`config.mk`:
```
export PLATFORM = sky130hd
export DESIGN_NAME = lvd_deserializer
export DESIGN_NICKNAME = d
export VERILOG_FILES = /design/src/lvd_pkg.sv /design/src/lvd_lane_capture.sv /design/src/lvd_deserializer.sv
export VERILOG_INCLUDE_DIRS = /design/src
export SDC_FILE = /design/constraint.sdc
export NUM_CORES = 1
export LEC_CHECK = 0
export BUFFER_PORTS_ARGS = -buffer_cell sky130_fd_sc_hd__buf_4
export CORE_MARGIN = 10
export CORE_UTILIZATION = 40
export DETAILED_ROUTE_END_ITERATION = 16
export SLEW_MARGIN = 15
export SYNTH_ARGS = -nofsm -noshare
export SYNTH_HDL_FRONTEND = slang
export SYNTH_SLANG_ARGS = --single-unit
```
`constraint.sdc`:
```
create_clock -name ref_clk -period 8.31 [get_ports ref_clk]
set_input_delay 0.4155 -clock ref_clk [delete_from_list [all_inputs] [get_ports ref_clk]]
set_output_delay 0.4155 -clock ref_clk [all_outputs]
set_load 0.01 [all_outputs]
```
`src/lvd_defines.svh`:
```
// constants for the four-lane 28-bit link receiver
`ifndef LVD_DEFINES_SVH
`define LVD_DEFINES_SVH

// ==========================================================================
// link shape
`define LVD_LANES 4
`define LVD_SLOTS 7
`define LVD_WORD_W 28

// ==========================================================================
// timing
`define LVD_CLK_PERIOD_NS 10
`define LVD_LOCK_TIME_MS 10
`define LVD_LOCK_CYCLES ((`LVD_LOCK_TIME_MS * 1000000) / `LVD_CLK_PERIOD_NS)
`define LVD_PDD_TIME_US 1
`define LVD_PDD_CYCLES ((`LVD_PDD_TIME_US * 1000) / `LVD_CLK_PERIOD_NS)
`define LVD_LOSS_TIME_NS 200
`define LVD_LOSS_CYCLES \
  ((`LVD_LOSS_TIME_NS + `LVD_CLK_PERIOD_NS - 1) / `LVD_CLK_PERIOD_NS)
`define LVD_PER_MIN_CYC 7

`endif

```
`src/lvd_pkg.sv`:
```
// types shared by the link receiver modules
`include "lvd_defines.svh"

package lvd_pkg;

  // ========================================================================
  // receiver states
  typedef enum logic [2:0] {
    ST_DOWN = 3'b001,
    ST_ACQ  = 3'b010,
    ST_LOCK = 3'b100
  } lvd_state_type;

  // ========================================================================
  // output bundle, registered as one
  typedef struct packed {
    logic strobe;
    logic [`LVD_WORD_W-1:0] word;
  } lvd_out_type;

endpackage

```
`src/lvd_lane_capture.sv`:
```
// one lane: stores each sampled serial bit into its slot
`include "lvd_defines.svh"

module lvd_lane_capture import lvd_pkg::*; #(
  parameter int SLOTS = `LVD_SLOTS
) (
  input wire logic ref_clk, // system clock
  input wire logic sys_rst, // async reset, active high
  input wire logic lane_bit, // synchronised lane level
  input wire logic take, // sample this cycle
  input wire logic [2:0] slot, // slot written on take
  output logic [SLOTS-1:0] bits // captured bits, bit 0 first in time
);

  logic [SLOTS-1:0] bits_q;
  logic [SLOTS-1:0] bits_d;

  // ========================================================================
  // slot store
  always_comb begin
    bits_d = bits_q;
    if (take && (slot < 3'(SLOTS))) begin
      bits_d[slot] = lane_bit;
    end
  end

  always_ff @(posedge ref_clk or posedge sys_rst) begin
    if (sys_rst) begin
      bits_q <= '0;
    end else begin
      bits_q <= bits_d;
    end
  end

  assign bits = bits_q;
endmodule // lvd_lane_capture

```
`src/lvd_deserializer.sv`:
```
// four-lane serial-to-parallel link receiver with clock tracking and lock
`include "lvd_defines.svh"

module lvd_deserializer import lvd_pkg::*; #(
  parameter int LOCK_CYCLES = `LVD_LOCK_CYCLES,
  parameter int LOSS_CYCLES = `LVD_LOSS_CYCLES
) (
  input wire logic ref_clk, // 100 MHz system clock
  input wire logic sys_rst, // async reset, active high
  input wire logic forwarded_link_clock_in, // link clock from sender
  input wire logic [`LVD_LANES-1:0] serial_lane_in, // serial data lanes
  input wire logic power_down_n, // powerdown, active low
  output logic [`LVD_WORD_W-1:0] parallel_word_out, // recovered word
  output logic strobe_clock_out // rises when word is valid
);

  localparam int LANES = `LVD_LANES;
  localparam int SLOTS = `LVD_SLOTS;
  localparam int PW = 8;
  localparam int LW = $clog2(LOCK_CYCLES + 1);
  localparam logic [PW-1:0] PER_MIN = PW'(`LVD_PER_MIN_CYC);
  localparam logic [2:0] SLOT_DONE = 3'(SLOTS);
  localparam logic [2:0] SLOT_LAST = 3'(SLOTS - 1);

  // ========================================================================
  // input synchronisers
  logic pd_s1_q;
  logic pd_s2_q;
  logic lk_s1_q;
  logic lk_s2_q;
  logic lk_s3_q;
  logic [LANES-1:0] ln_s1_q;
  logic [LANES-1:0] ln_s2_q;

  // lanes take the same two stages as the clock so edge and data stay aligned
  always_ff @(posedge ref_clk or posedge sys_rst) begin
    if (sys_rst) begin
      pd_s1_q <= 1'b0;
      pd_s2_q <= 1'b0;
      lk_s1_q <= 1'b0;
      lk_s2_q <= 1'b0;
      lk_s3_q <= 1'b0;
      ln_s1_q <= '0;
      ln_s2_q <= '0;
    end else begin
      pd_s1_q <= power_down_n;
      pd_s2_q <= pd_s1_q;
      lk_s1_q <= forwarded_link_clock_in;
      lk_s2_q <= lk_s1_q;
      lk_s3_q <= lk_s2_q;
      ln_s1_q <= serial_lane_in;
      ln_s2_q <= ln_s1_q;
    end
  end

  // ========================================================================
  // lane capture and word assembly
  logic take;
  logic [2:0] slot_eff;
  logic [SLOTS-1:0] lane_bits [LANES];
  logic [`LVD_WORD_W-1:0] word_w;

  // word bit lane*7+slot comes from that lane's slot; sender uses the same
  for (genvar ln = 0; ln < LANES; ln++) begin : g_lane
    lvd_lane_capture #(
      .SLOTS(SLOTS)
    ) u_cap (
      .ref_clk(ref_clk),
      .sys_rst(sys_rst),
      .lane_bit(ln_s2_q[ln]),
      .take(take),
      .slot(slot_eff),
      .bits(lane_bits[ln])
    );
    assign word_w[ln*SLOTS +: SLOTS] = lane_bits[ln];
  end

  // ========================================================================
  // clock tracking, lock and sampling
  lvd_state_type st_q;
  lvd_state_type st_d;
  logic [PW-1:0] cnt_q;
  logic [PW-1:0] cnt_d;
  logic [PW-1:0] per_q;
  logic [PW-1:0] per_d;
  logic [LW-1:0] lock_q;
  logic [LW-1:0] lock_d;
  logic [2:0] slot_q;
  logic [2:0] slot_d;
  logic load_q;
  logic load_d;
  logic pub_q;
  logic pub_d;
  logic rise;
  logic loss;
  logic stable;
  logic [15:0] pos_now;
  logic [15:0] pos_bit;

  always_comb begin
    rise = lk_s2_q & ~lk_s3_q;
    cnt_d = rise ? '0 : ((cnt_q == '1) ? cnt_q : cnt_q + 8'h01);
    per_d = rise ? cnt_q + 8'h01 : per_q;
    loss = cnt_q >= PW'(LOSS_CYCLES);
    stable = (per_d >= per_q - 8'h01) && (per_d <= per_q + 8'h01) &&
             (per_d >= PER_MIN) && (per_q != '0);
    slot_eff = rise ? 3'h0 : slot_q;
    // bit k centre sits at (2k+1)/14 of the measured period
    pos_now = (16'(cnt_d) + 16'h0001) * 16'h000e;
    pos_bit = (16'(slot_eff) * 16'h0002 + 16'h0001) * 16'(per_q);
    take = (st_q == ST_LOCK) && !loss && pd_s2_q &&
           (slot_eff < SLOT_DONE) && (pos_now > pos_bit);
    slot_d = take ? slot_eff + 3'h1 : slot_eff;
    st_d = st_q;
    lock_d = lock_q;
    case (st_q)
      ST_DOWN: begin
        lock_d = '0;
        slot_d = SLOT_DONE;
        st_d = ST_ACQ;
      end
      ST_ACQ: begin
        slot_d = SLOT_DONE;
        if (loss || (rise && !stable)) begin
          lock_d = '0;
        end else if (lock_q != LW'(LOCK_CYCLES - 1)) begin
          lock_d = lock_q + LW'(1);
        end else if (rise) begin
          st_d = ST_LOCK;
        end
      end
      ST_LOCK: begin
        if (loss || (rise && !stable)) begin
          st_d = ST_ACQ;
          lock_d = '0;
          slot_d = SLOT_DONE;
        end
      end
      default: begin
        st_d = ST_DOWN;
      end
    endcase
    if (!pd_s2_q) begin
      st_d = ST_DOWN;
      lock_d = '0;
      slot_d = SLOT_DONE;
    end
    // a word is only published after its last slot in one period
    load_d = take && (slot_eff == SLOT_LAST);
    pub_d = load_q && pd_s2_q;
  end

  always_ff @(posedge ref_clk or posedge sys_rst) begin
    if (sys_rst) begin
      st_q <= ST_DOWN;
      cnt_q <= '0;
      per_q <= '0;
      lock_q <= '0;
      slot_q <= SLOT_DONE;
      load_q <= 1'b0;
      pub_q <= 1'b0;
    end else begin
      st_q <= st_d;
      cnt_q <= cnt_d;
      per_q <= per_d;
      lock_q <= lock_d;
      slot_q <= slot_d;
      load_q <= load_d;
      pub_q <= pub_d;
    end
  end

  // ========================================================================
  // output register and strobe shaping
  lvd_out_type out_q;
  lvd_out_type out_d;
  logic [PW-1:0] hi_q;
  logic [PW-1:0] hi_d;

  always_comb begin
    out_d = out_q;
    hi_d = hi_q;
    if (load_q) begin
      out_d.word = word_w;
    end
    // strobe rises a cycle after the word, held high for half a period
    if (pub_q) begin
      out_d.strobe = 1'b1;
      hi_d = per_q >> 1;
    end else if (hi_q > 8'h01) begin
      hi_d = hi_q - 8'h01;
    end else if (hi_q == 8'h01) begin
      hi_d = '0;
      out_d.strobe = 1'b0;
    end
    // a stopped link clock brings no new load, so the word simply stays
    if (!pd_s2_q) begin
      out_d = '0;
      hi_d = '0;
    end
  end

  always_ff @(posedge ref_clk or posedge sys_rst) begin
    if (sys_rst) begin
      out_q <= '0;
      hi_q <= '0;
    end else begin
      out_q <= out_d;
      hi_q <= hi_d;
    end
  end

  assign parallel_word_out = out_q.word;
  assign strobe_clock_out = out_q.strobe;
endmodule // lvd_deserializer

```
After elaboration in Yosys (flattened, before gate mapping)
Cells that the tools add are included.
{"block": "classes", "muxes": 34, "shift": 0, "eq_ne": 17, "n_mul": 2, "n_reduce_logical": 20, "n_lt_le_gt_ge": 9, "n_bitwise": 2, "addsub": 8, "div": 0}
{"operator": "$mux W20", "count": 4}
{"operator": "$pmux W20 S3", "count": 1}
{"operator": "$mux W8", "count": 7}
{"operator": "$mux W29", "count": 1}
{"operator": "$bwmux W7", "count": 4}
{"operator": "$mux W28", "count": 1}
{"operator": "$mux W3", "count": 9}
{"operator": "$add A20 B1 Y20 const B", "count": 1}
{"operator": "$ne A20 B20 Y1 const B", "count": 1}
{"operator": "$add A8 B1 Y8 const B", "count": 2}
{"operator": "$sub A8 B1 Y8 const B", "count": 2}
{"operator": "$gt A13 B13 Y1", "count": 1}
{"operator": "$mul A5 B8 Y13", "count": 1}
{"operator": "$logic_and A1 B1 Y1", "count": 12}
{"operator": "$mul A9 B3 Y12 const B", "count": 1}
{"operator": "$ne A3 B3 Y1 const B", "count": 4}
{"operator": "$add A8 B1 Y9 const B", "count": 1}
{"operator": "$pmux W3 S3", "count": 1}
{"operator": "$eq A8 B1 Y1 const B", "count": 1}
{"operator": "$eq A8 B8 Y1 const B", "count": 1}
{"operator": "$ge A8 B3 Y1 const B", "count": 1}
{"operator": "$ge A8 B5 Y1 const B", "count": 1}
{"operator": "$ge A8 B8 Y1", "count": 1}
{"operator": "$gt A8 B1 Y1 const B", "count": 1}
{"operator": "26 further kinds", "count": 32}
{"block": "word_totals", "regBits": 122, "latch_bits": 0, "ram_bits": 0, "word_cells": 113, "out_inout_bits": 29, "inputBits": 8, "romBits": 0, "memories": 0}

Logic depth before layout (Yosys ltp)
{"block": "logic_depth", "depth_word": 13, "ltp_mapped": 29}

Modules after synthesis
A second synthesis with hierarchy kept.
{"block": "hier_totals", "hier_cells": 873, "area_unflattened_um2": 8585.7}
{"mod": "lvd_deserializer", "n_inst": 1, "seq_area_each_um2": 2357.3, "cells_per_inst": 785, "area_each_um2": 7194.4}
{"mod": "lvd_lane_capture", "n_inst": 4, "seq_area_each_um2": 175.2, "cells_per_inst": 22, "area_each_um2": 347.8}

Least setup slack after synthesis
No wires, ideal clock.
{"block": "synth_timing", "path_type": "register to register", "startpoint": "reg cnt_q[0]", "endpoint": "reg g_lane[0].u_cap.bits_q[0]", "arrival_time_ns": 5.819, "path_slack_ns": 2.363, "path_stages_with_launch": 28, "path_cell_list": "dfrtp_1 ha_1 buf_2 nand3_1 nor2_1 nand2_1 a21oi_1 ha_1 clkbuf_1 xnor2_1 inv_1 fa_1 fa_1 a21o_1 a21oi_1 o21bai_1 a21oi_1 o21ai_0 xor2_1 ha_1 nand4_1 nor2_1 o221ai_1 o211ai_1 nor2b_1 buf_2 nand4_2 mux2_1"}
{"block": "synth_via", "elab_chain_len": 8}
{"item": "from (decl)", "line": "lvd_deserializer.sv:82", "source": "logic [PW-1:0] cnt_q;"}
{"item": "from (signal assigned)", "line": "lvd_deserializer.sv:164", "source": "cnt_q <= cnt_d;"}
{"item": "$add A8 B1 Y8 or $eq A8 B8 Y1 (tied branches)", "line": "lvd_deserializer.sv:102", "source": "cnt_d = rise ? '0 : ((cnt_q == '1) ? cnt_q : cnt_q + 8'h01);"}
{"item": "$mux W8 * (2 in series)", "line": "lvd_deserializer.sv:102"}
{"item": "net cnt_d[1]", "line": "lvd_deserializer.sv:83", "source": "logic [PW-1:0] cnt_d;"}
{"item": "$add A8 B1 Y9 *", "line": "lvd_deserializer.sv:109", "source": "pos_now = (16'(cnt_d) + 16'h0001) * 16'h000e;"}
{"item": "$mul A9 B3 Y12 *", "line": "lvd_deserializer.sv:109"}
{"item": "$gt A13 B13 Y1 *", "line": "lvd_deserializer.sv:112", "source": "(slot_eff < SLOT_DONE) && (pos_now > pos_bit);"}
{"item": "$logic_and A1 B1 Y1 *", "line": "lvd_deserializer.sv:112"}
{"item": "$logic_and A1 B1 Y1 *", "line": "lvd_lane_capture.sv:22", "source": "if (take && (slot < 3'(SLOTS))) begin"}
{"item": "to (signal assigned)", "line": "lvd_lane_capture.sv:31", "source": "bits_q <= bits_d;"}
{"item": "to (decl)", "line": "lvd_lane_capture.sv:15", "source": "logic [SLOTS-1:0] bits_q;"}
Mark *: on every way through the listed nets, which the timed path passes. The rest lies on a longest branch.
A chain may end at the register's enable or synchronous reset.

Final worst setup path
Same ends and word-level chain as after synthesis.

==> summary.md <==
| Metric | Value |
|---|---|
| YS warnings | `0` |
| Vias in the first global route | `6,323` |
| Final instance area | `9493 µm²` |
| Setup bufs post-CTS | `0` |
| CTS buffer count | `17` |
| Synth Register Bits | `122` |
| Most common cell after layout, fill and taps aside | `dfrtp_1` |
| VDD IR max | `162.7 µV` |
| Worst-path fanout max | `11` |
| WL/cell | `15.86 µm` |
| CTS tree | `done` |
| PD cells | `270.8 nW/µm²` |
| Top Ports | `37` |
| Post-synthesis mux area share | `7.865%` |
| CP Cell Sequence | `ha_1 -> nand3_1 -> nor2_1 -> nand2_1 -> a21oi_1 -> ha_1 -> xnor2_1 -> inv_1 -> fa_1 -> fa_1 -> a21o_1 -> a21oi_1 -> o21bai_1 -> a21oi_1 -> o21ai_0 -> xor2_1 -> ha_1 -> nand4_1 -> nor2_1 -> o221ai_1 -> o211ai_1 -> nor2b_1 -> nand4_2 -> mux2_1` |
| Maximum clock frequency | `0.1389 GHz` |
| CTS Hold Buffers Added | `0` |
| Initial Util | `40.29%` |
| Fin nets | `1,007` |
| Synth Area in Compound Gates | `12.41%` |
| CP required | `8.61 ns` |
| Sequential share of the synthesized area | `36.34%` |
| Xor and xnor fraction of the mapped netlist area | `5.456%` |
| DP Worst Slack | `1.155 ns` |
| CTS HTree Levels | `4` |
| Area share of fa/ha/maj cells after synthesis | `15.08%` |
| Critical path class | `register to register` |
| Power Total | `2.571 mW` |
| Worst-Skew Late Latency | `0.42 ns` |
| Clock-pin slew on the worst setup and hold paths | `0.06 ns` |
| Crit share post-route | `86.65%` |
| Core area | `20,890 µm²` |
| Max-slew headroom | `21.83%` |
| Top-area cell type share of the netlist area | `35.09%` |
| Area growth syn-to-layout | `12.80%` |
| Total GRT Usage | `14.56%` |
| Vias/cell | `5.369` |
| Cell area after synthesis | `8416 µm²` |
| Synth async-reset ratio | `100.0%` |
| Grt total ovfl | `0` |
| Post-synth EDFFs | `0` |
| Pin count of the biggest net entering global routing | `81` |
| Worst Slack Setup Final | `1.110 ns` |
| GP Congestion | `0.8547` |
| Most frequent cells in the layout | `118 x dfrtp_1, 79 x ha_1, 74 x nor2_1, 70 x inv_1, 53 x nand2_1` |
| Synthesized area per cell | `9.574 µm²` |
| Hold_ws | `0.05372 ns` |
| # port buffers | `36` |
| Crit path capture type | `register` |
| Crit path launch type | `register` |
| Final ANT Viol Nets | `0` |
| Crit-path leading delay family | `adder cells` |
| Unrepaired setup endpoints after global routing | `no` |
| Clock buffer depth | `2` |
| Die area | `27,240 µm²` |
| Post-CTS Resized | `0` |
| Bufs and invs on worst path | `1` |
| Tmin final | `7.200 ns` |
| Post-synth top flop | `dfrtp_1` |
| DRT iter0 DRCs | `460` |
| Share of cells above drive strength 1 | `13.71%` |
| Slew at the pin with the worst max-slew slack | `1.169 ns` |
| Mapped Cells | `879` |
| Max_cap viols | `0` |
| Die H | `165.1 µm` |
| Slowest Stage Delay on Critical Path | `0.72 ns` |
| DR vias | `6,410` |
| Final HPWL DP | `13,790 µm` |
| Leak | `4.477 nW` |
| DRT Wirelength | `18,940 µm` |
| Worst Hold Class | `input port to async pin` |
| Clk_skew | `0.01072 ns` |
| Synth cell types | `75` |
| 1st-pass router iterations | `5` |
| Drc violations | `0` |
| Main combinational cell family by area after synthesis | `simple AND/OR/NAND/NOR gates` |
| Wire length of the first global-routing pass | `32,460 µm` |
| Root Driver | `clkbuf_16` |
| Hold Violations, Final | `0` |
| CTS sink cnt | `122` |
| Syn_nets | `980` |
| ANT cells | `0` |
| Slowest CP cell | `nor2b_1` |
| Post-Synth Simple-Gate Area | `17.72%` |
| Die width | `165.1 µm` |
| Critical path arrival | `7.50 ns` |
| Setup TNS | `0 ns` |
| Area leader, netlist | `dfrtp_1` |
| Ranking of synthesized cells by area | `dfrtp_1 35%, ha_1 12%, mux2i_1 3.8%` |
| Slew Viols, Final | `0` |
| Final setup viols | `0` |
| Post-DP Area | `8924 µm²` |
| Antenna violations before repair | `0` |
| Row count | `53` |
| Status | `finished, final reports clean` |
==> metal layers <==
| metal | wire [µm] | track usage [%] | vias up |
|---|---|---|---|
| met5 | 0 | 0 | - |
| met4 | 285 | 4.549 | 0 |
| met3 | 695 | 3.024 | 21 |
| met2 | 8848 | 22.74 | 122 |
| met1 | 9112 | 19.79 | 3081 |
| li1 | - | - | 3186 |
==> area by class of cell <==
| cell class | instances | area [µm²] |
|---|---|---|
| flip-flops and latches | 122 | 3058 |
| clock inverters | 14 | 130.1 |
| clock buffers | 18 | 439.2 |
| multi-input cells | 649 | 4926 |
| repair buffers | 42 | 315.3 |
| inverters | 74 | 280.3 |
| well taps | 275 | 344.1 |
| fillers | 2026 | 11400 |
==> flip-flops by register name (all words and copies together), names as in the netlist <==
name	flops
lock_q	20
ln_s2_q	4
pd_s1_q	1
lk_s2_q	1
per_q	8
slot_q	3
cnt_q	8
pd_s2_q	1
g_lane.u_cap.bits	28
st_q	3
lk_s3_q	1
ln_s1_q	4
load_q	1
lk_s1_q	1
hi_q	8
parallel_word_out	28
strobe_clock_out	1
pub_q	1
==> per-stage QoR <==
step | cells | utilization (%)
floorplan | 879 | -
global placement | 1162 | 42.72
detailed placement | 1162 | 42.72
CTS | 1194 | 45.44
global route | 1194 | 45.44
finish | 1194 | 45.44
==> cell families (layout without fill, tap and decap cells) <==
family / count (synthesis) / count (layout)
buffers and inverters: 108 / 148
DFF: 122 / 122
muxes: 62 / 62
and+or+nand+nor: 281 / 281
AOI/OAI and AO/OA: 163 / 163
adders and majority gates: 93 / 93
xor gates and xnor gates: 50 / 50
==> path summary, 6_finish.rpt <==
check | startpoint | end | slack (ns) | depth (start not counted)
max | cnt_q[0] | g_lane[0].u_cap.bits[0] | 1.11 | 24
max in group asynchronous | sys_rst | cnt_q[1] | 6.81 | 3
min reg2reg | lk_s1_q | lk_s2_q | 0.35 | 0
min in group ref_clk | serial_lane_in[1] | ln_s1_q[1] | 0.09 | 1
min | sys_rst | parallel_word_out[20] | 0.05 | 2
max reg2reg | cnt_q[0] | g_lane[0].u_cap.bits[0] | 1.11 | 24
==> synthesized netlist by cell type (all sizes together), types with 11 or more instances <==
master    n
a21o     16
a21oi    44
and3     23
buf      18
clkbuf   16
dfrtp   118
fa       14
ha       79
inv      72
mux2     30
mux2i    32
nand2    54
nand3    30
nand4    17
nor2     75
nor3     29
nor4     11
o211ai   16
o21ai    48
xnor2    37
xor2     12
==> where the power goes <==
| group | internal [mW] | total, mW | switching, mW |
|---|---|---|---|
| combinational | 0.502 | 1.15 | 0.647 |
| clock | 0.402 | 0.708 | 0.306 |
| sequential | 0.637 | 0.715 | 0.0779 |
Note: power is estimated with default switching activity, not from simulation.
